**src/dts_pkg.sv**
```systemverilog
// Constants for the debug trace status block: register map, fields, states.
// Assumes a classic Wishbone slave with 32-bit data and byte addressing.
// Behaviour
// - Set trace full after 64 stored lines.
// - Trace full makes all 64 lines valid.
// - Writing arm one clears trace full.
// - Of the two resets, only power-on reset clears trace full.
// - Bit 6 flags external tag hit since arming.
// - Writing arm one clears tag hit flag.
// - Sequencer field follows each new state.
// - Software disarm keeps last sequencer state.
// - Internal trigger while armed returns sequencer to disarmed.
// - Arming enters state one, field 001.
// - Codes: 000,001,010,011,100; rest reserved.
package dts_pkg;
	localparam int ADDR_W = 8;
	// The printed offset 0x21 is not a multiple of four, so it is an index.
	localparam logic [ADDR_W-1:0] IDX_STATUS  = 8'h21;
	localparam logic [ADDR_W-1:0] IDX_CONTROL = 8'h20;
	localparam logic [ADDR_W-1:0] IDX_IRQ_ST  = 8'h22;
	localparam logic [ADDR_W-1:0] IDX_IRQ_MSK = 8'h23;
	localparam logic [ADDR_W-1:0] IDX_COUNT   = 8'h24;
	localparam int BIT_FULL  = 7;
	localparam int BIT_EXT   = 6;
	localparam int BIT_ARM   = 7;
	localparam int SSF_W     = 3;
	localparam int EV_W      = 3;
	localparam int EV_FULL   = 0;
	localparam int EV_EXT    = 1;
	localparam int EV_TRIG   = 2;
	localparam int TRACE_LINES = 64;
	localparam int CNT_W     = 7;
	localparam logic [CNT_W-1:0] CNT_ZERO = 7'h00;
	localparam logic [31:0] DATA_ZERO = 32'h0000_0000;
	typedef enum logic [SSF_W-1:0] {
		ST_DISARMED = 3'h0,
		ST_ONE      = 3'h1,
		ST_TWO      = 3'h2,
		ST_THREE    = 3'h3,
		ST_FINAL    = 3'h4
	} dts_state_t;
endpackage

```
**src/dts_status.sv**
```systemverilog
// Debug trace status block: arm control, trace-full and tag-hit flags,
// state sequencer and a small interrupt unit on a Wishbone slave port.
// Assumes trace stores, tag hits and sequencer steps are one-cycle pulses
// synchronous to clk_sys; por_n low marks a power-on reset only.
`timescale 1ns/1ps
module dts_status
	import dts_pkg::*;
(
	input  wire logic                    clk_sys,
	input  wire logic                    nrst,
	input  wire logic                    por_n,
	input  wire logic                    wb_cyc_i,
	input  wire logic                    wb_stb_i,
	input  wire logic                    wb_we_i,
	input  wire logic [dts_pkg::ADDR_W+1:0] wb_adr_i,
	input  wire logic [3:0]              wb_sel_i,
	input  wire logic [31:0]             wb_dat_i,
	output logic      [31:0]             wb_dat_o,
	output logic                         wb_ack_o,
	input  wire logic                    trace_store,
	input  wire logic                    tag_input_high,
	input  wire logic                    tag_input_low,
	input  wire logic                    seq_advance,
	input  wire logic                    internal_trigger,
	output logic                         session_armed,
	output logic                         irq
);
	import dts_pkg::*;

	logic                   trace_full_flag;
	logic                   external_tag_hit_flag;
	dts_state_t             seq_state;
	logic [CNT_W-1:0]       trace_line_count;
	logic [EV_W-1:0]        irq_status;
	logic [EV_W-1:0]        irq_mask;

	function automatic dts_state_t step_state(input dts_state_t s);
		case (s)
			ST_ONE:   step_state = ST_TWO;
			ST_TWO:   step_state = ST_THREE;
			ST_THREE: step_state = ST_FINAL;
			default:  step_state = s;
		endcase
	endfunction

	wire                req       = wb_cyc_i && wb_stb_i && !wb_ack_o;
	wire [ADDR_W-1:0]   idx       = wb_adr_i[ADDR_W+1:2];
	wire                wr        = req && wb_we_i && wb_sel_i[0];
	wire                rd        = req && !wb_we_i;
	wire                wr_ctrl   = wr && idx == IDX_CONTROL;
	wire                arm_write = wr_ctrl && wb_dat_i[BIT_ARM];
	wire                disarm_sw = wr_ctrl && !wb_dat_i[BIT_ARM];
	wire                wr_mask   = wr && idx == IDX_IRQ_MSK;
	wire                rd_irq_st = rd && idx == IDX_IRQ_ST;
	wire                trig_end  = session_armed && internal_trigger && !arm_write;
	wire                tag_hit   = tag_input_high || tag_input_low;
	wire                store_ok  = session_armed && trace_store;
	// Count wraps mod 128 so a full buffer keeps the oldest 64 valid.
	wire [CNT_W-1:0]    cnt_inc   = trace_line_count + 7'h01;
	wire                full_hit  = store_ok && (32'(cnt_inc) >= TRACE_LINES);
	wire                ext_hit   = session_armed && tag_hit;
	wire [EV_W-1:0]     events    = {trig_end, ext_hit, full_hit};
	wire [EV_W-1:0]     next_irq_status = (rd_irq_st ? {EV_W{1'b0}} : irq_status) | events;
	wire [EV_W-1:0]     next_irq_mask   = wr_mask ? wb_dat_i[EV_W-1:0] : irq_mask;
	wire [SSF_W-1:0]    ssf       = seq_state;
	wire [7:0]          status_rd = {trace_full_flag, external_tag_hit_flag, 3'b000, ssf};
	wire [7:0]          ctrl_rd   = {session_armed, 7'h00};
	wire                mapped    = idx == IDX_STATUS || idx == IDX_CONTROL
		|| idx == IDX_IRQ_ST || idx == IDX_IRQ_MSK || idx == IDX_COUNT;
	// Status at IDX_STATUS has no write path at all.
	wire [31:0]         next_dat  =
		!mapped             ? DATA_ZERO :
		idx == IDX_STATUS   ? {24'h00_0000, status_rd} :
		idx == IDX_CONTROL  ? {24'h00_0000, ctrl_rd} :
		idx == IDX_IRQ_ST   ? {29'h0, irq_status} :
		idx == IDX_IRQ_MSK  ? {29'h0, irq_mask} :
		{25'h0, trace_line_count};

	always_ff @(posedge clk_sys or negedge nrst)
	begin
		if (!nrst)
		begin
			wb_ack_o <= 1'b0;
			wb_dat_o <= DATA_ZERO;
		end
		else
		begin
			wb_ack_o <= req;
			wb_dat_o <= rd ? next_dat : DATA_ZERO;
		end
	end

	always_ff @(posedge clk_sys or negedge nrst)
	begin
		if (!nrst)
			session_armed <= 1'b0;
		else if (arm_write)
			session_armed <= 1'b1;
		else if (disarm_sw || trig_end)
			session_armed <= 1'b0;
	end

	// Of the two resets, power-on reset alone clears trace full; system reset leaves it.
	always_ff @(posedge clk_sys or negedge por_n)
	begin
		if (!por_n)
			trace_full_flag <= 1'b0;
		else if (arm_write)
			trace_full_flag <= 1'b0;
		else if (full_hit)
			trace_full_flag <= 1'b1;
	end

	always_ff @(posedge clk_sys or negedge nrst)
	begin
		if (!nrst)
		begin
			external_tag_hit_flag <= 1'b0;
			trace_line_count      <= CNT_ZERO;
		end
		else if (arm_write)
		begin
			external_tag_hit_flag <= 1'b0;
			trace_line_count      <= CNT_ZERO;
		end
		else
		begin
			if (ext_hit)
				external_tag_hit_flag <= 1'b1;
			if (store_ok)
				trace_line_count <= cnt_inc;
		end
	end

	always_ff @(posedge clk_sys or negedge nrst)
	begin
		if (!nrst)
			seq_state <= ST_DISARMED;
		else if (arm_write)
			seq_state <= ST_ONE;
		else if (trig_end)
			seq_state <= ST_DISARMED;
		else if (session_armed && !disarm_sw && seq_advance)
			seq_state <= step_state(seq_state);
		// A software disarm takes no branch, so the last state stays.
	end

	// Set wins over the clear-on-read in the same cycle.
	always_ff @(posedge clk_sys or negedge nrst)
	begin
		if (!nrst)
		begin
			irq_status <= '0;
			irq_mask   <= '0;
			irq        <= 1'b0;
		end
		else
		begin
			irq_status <= next_irq_status;
			irq_mask   <= next_irq_mask;
			// Both next values feed irq, so a mask write shows with no stale cycle.
			irq        <= |(next_irq_status & next_irq_mask);
		end
	end
endmodule

```
**config.mk**
```make
export PLATFORM = sky130hd
export DESIGN_NAME = dts_status
export DESIGN_NICKNAME = d
export VERILOG_FILES = /design/src/dts_pkg.sv /design/src/dts_status.sv
export SDC_FILE = /design/constraint.sdc
export NUM_CORES = 1
export LEC_CHECK = 0
export BUFFER_PORTS_ARGS = -buffer_cell sky130_fd_sc_hd__clkbuf_2
export CORE_MARGIN = 2
export CORE_UTILIZATION = 43
export CTS_CLUSTER_SIZE = 12
export DETAILED_ROUTE_END_ITERATION = 16
export GPL_ROUTABILITY_DRIVEN = 0
export PLACE_DENSITY = 0.79
export SYNTH_ARGS = -nofsm -noshare
export SYNTH_HDL_FRONTEND = slang
export SYNTH_SLANG_ARGS = --single-unit
```
**constraint.sdc**
```tcl
create_clock -name clk_sys -period 2.4 [get_ports clk_sys]
set_clock_uncertainty 0.2 [all_clocks]
set_input_delay 0.36 -clock clk_sys [delete_from_list [all_inputs] [get_ports clk_sys]]
set_output_delay 0.36 -clock clk_sys [all_outputs]
set_load 0.02 [all_outputs]
```
==> results by group <==
Floorplanning
  • Die height: 64.60 um
  • Die area: 4173 um^2
  • Num rows: 22
  • I/O Pins: 92
  • Core Area: 3606 um^2
  • Die W: 64.60 um
  • Initial Util: 43.79%

Synth
  • Synth Flop Type: dfrtp_1
  • YS warnings: 0
  • Post-synth EDFFs: 0
  • Share of the synthesized area in the top cell type: 45.96%
  • Cells after Synth: 159
  • Top cells by area, synth: dfrtp_1, buf_4, nand2_1
  • Sequential share of the synthesized area: 45.96%
  • #FFs+latches synth: 29
  • Share of flip-flops with an asynchronous set or reset: 100.0%
  • Dominant cell type by area after synthesis: dfrtp_1
  • Cell Area, Synth: 1579 um^2
  • Synth Area per Inst: 9.931 um^2
  • Synth cell types: 42

Timing
  • Actual slew at the worst max-slew pin: 0.6713 ns
  • RSZ-0062 raised after global routing: no
  • F_max: 505.7 MHz
  • Setup_tns: 0 ns
  • Slew HR: 55.24%
  • Period utilization: 82.39%
  • Endpoints failing setup: 0
  • Final Hold Vio Count: 0
  • Fin crit period: 1.977 ns
  • Fin. max-slew vios: 0
  • Hold slack final: 0.1305 ns

Place
  • Area after DPL: 1727 um^2
  • Final HPWL DP: 2.246 mm
  • PortBufs: 34

Clock network
  • Setup repair bufs after CTS: 0
  • Clock sinks: 29
  • Post-CTS Resized: 0
  • Clock transition at path regs: 0.06 ns
  • Worst skew pair latency: 0.28 ns
  • Htree depth: 2
  • Inserted Clock Buffers: 5
  • Post-CTS Hold Fix Bufs: 2
  • Clk buf depth: 2
  • CTS tree: built
  • Root buf cell: clkbuf_8

Outcome
  • Outcome: completed

Power and ir drop
  • Combinational power share: 8.5%
  • Pint: 854.7 uW
  • Leakage: 0.0009807 uW
  • Clock power share: 46.7%
  • Sequential Power Share: 44.8%
  • Net switching power: 243.6 uW
  • PD cells: 589.5 nW/um^2
  • VDD IR-drop max: 0.2753 mV
  • Sw Ratio: 22.18%

GRT
  • Total GRT Usage: 16.11%
  • Largest net degree at the start of global routing: 29
  • Initial antenna violation count: 0
  • Total gr overflow: 0
  • Vias in the first global route: 1,050
  • Global-route wire length before repair: 4.940 mm

Route
  • DR iter-0 viols: 59
  • Total wire length: 2.987 mm
  • TritonRoute pass-1 iters: 4
  • Routed WL per cell: 11.95 um
  • DRC: 0
  • Post-route ant nets: 0
  • Total number of vias: 1,201
  • Post-DR vias/cell: 4.804

Worst setup path
  • CP endpoint kind: flop
  • Critical Path Fanout Max: 5
  • Crit path DAT: 1.94 ns
  • Req. time, crit path: 2.36 ns
  • Crit path kind: reg2reg
  • Startpoint types: flop

Cells and area
  • Final core utilization: 51.67%
  • Share of layout cells above drive strength 1: 27.72%
  • Multi-input combinational cell area: 729.5 um^2
  • Final instance area: 1863 um^2
  • Most frequent cells in the layout: clkbuf_2, dfrtp_1, conb_1
  • Most common cell after layout, fill and taps aside: clkbuf_2
  • NumNets Final: 259
  • Register area: 725.7 um^2
  • Antenna Cells: 0
  • # fillers: 326
  • Syn-to-layout area delta: 17.99%

Worst hold path
  • Hold Path Class: in2reg

Flow run
  • Max-cap violations: 0
-- critical path: stages, from the launching register on --
cell,delay [ns]
dfrtp_1,0.37
nand3b_1,0.26
inv_1,0.19
nand4_2,0.15
mux2_4,0.34
a221o_1,0.34
-- logic make-up after synthesis --
logic type	after synthesis	synth area share, %
other cells	1	0.2375
buf+inv	31	13.31
simple gates	65	23.30
flops	29	45.96
xor+xnor	6	3.328
mux	7	5.150
compound gates	19	7.924
fa+ha+maj	1	0.7923
-- power groups by stage --
stage	Sequential, uW	Combinational [uW]	Clock [uW]
global placement	501	89.1	0
finish	492	93.3	513
floorplan	502	82.0	0
CTS	492	93.2	525
global route	492	102	552
detailed placement	501	90.2	0
-- through the flow --
step	power, uW	std cells	worst slack [ns]
6_report	1098	250	0.4226
5_1_grt	1146	250	0.3215
2_1_floorplan	584.0	182	0.4920
3_3_place_gp	589.9	240	0.2784
4_1_cts	1110	250	0.4323
3_5_place_dp	591.1	240	0.2708
-- layout make-up --
cell class / count / area share, %
Clock buffer: 7 / 4.634
Inverter: 3 / 0.6044
Clock inverter: 1 / 1.612
Sequential cell: 29 / 38.95
Tap cell: 48 / 3.224
Multi-Input combinational cell: 122 / 39.15
Timing Repair Buffer: 40 / 11.82
-- final timing paths --
check,from,depth (start not counted),slack [ns],to
worst max-delay path,wb_ack_o,5,0.42,irq
worst min-delay path,wb_dat_i[7],3,0.13,session_armed
min in group asynchronous,por_n,2,0.18,trace_full_flag
worst min register to register,irq_status[1],2,0.30,irq_status[1]
worst max register to register,wb_ack_o,5,0.42,irq
max in group asynchronous,nrst,2,1.11,wb_dat_o[1]
-- flip-flops by register name (all words and copies together) (netlist names) --
name	flops
irq_mask	3
seq_state	3
trace_full_flag	1
wb_dat_o	8
irq	1
session_armed	1
trace_line_count	7
irq_status	3
wb_ack_o	1
external_tag_hit_flag	1
-- synth_stat cells, drive strengths merged, types with 2 or more instances --
cell and count:
nor4 2, buf 27, o21ai 5, and2 4, nor2 17, nand4 6, nor2b 2, nand3b 2
inv 3, mux2 6, a21oi 5, nand3 2, nor3 5, a21o 2, xor2 4, nand2 17
a221oi 3, dfrtp 29, xnor2 2
-- layer usage --
| layer | up-vias | track usage [%] | routed length (um) |
|---|---|---|---|
| li1 | 588 | - | - |
| met4 | 0 | 9.574 | 72 |
| met1 | 540 | 20.65 | 1311 |
| met2 | 68 | 24.74 | 1348 |
| met3 | 5 | 3.819 | 254 |
| met5 | - | 0 | 0 |
Note: power is estimated with default switching activity, not from simulation.
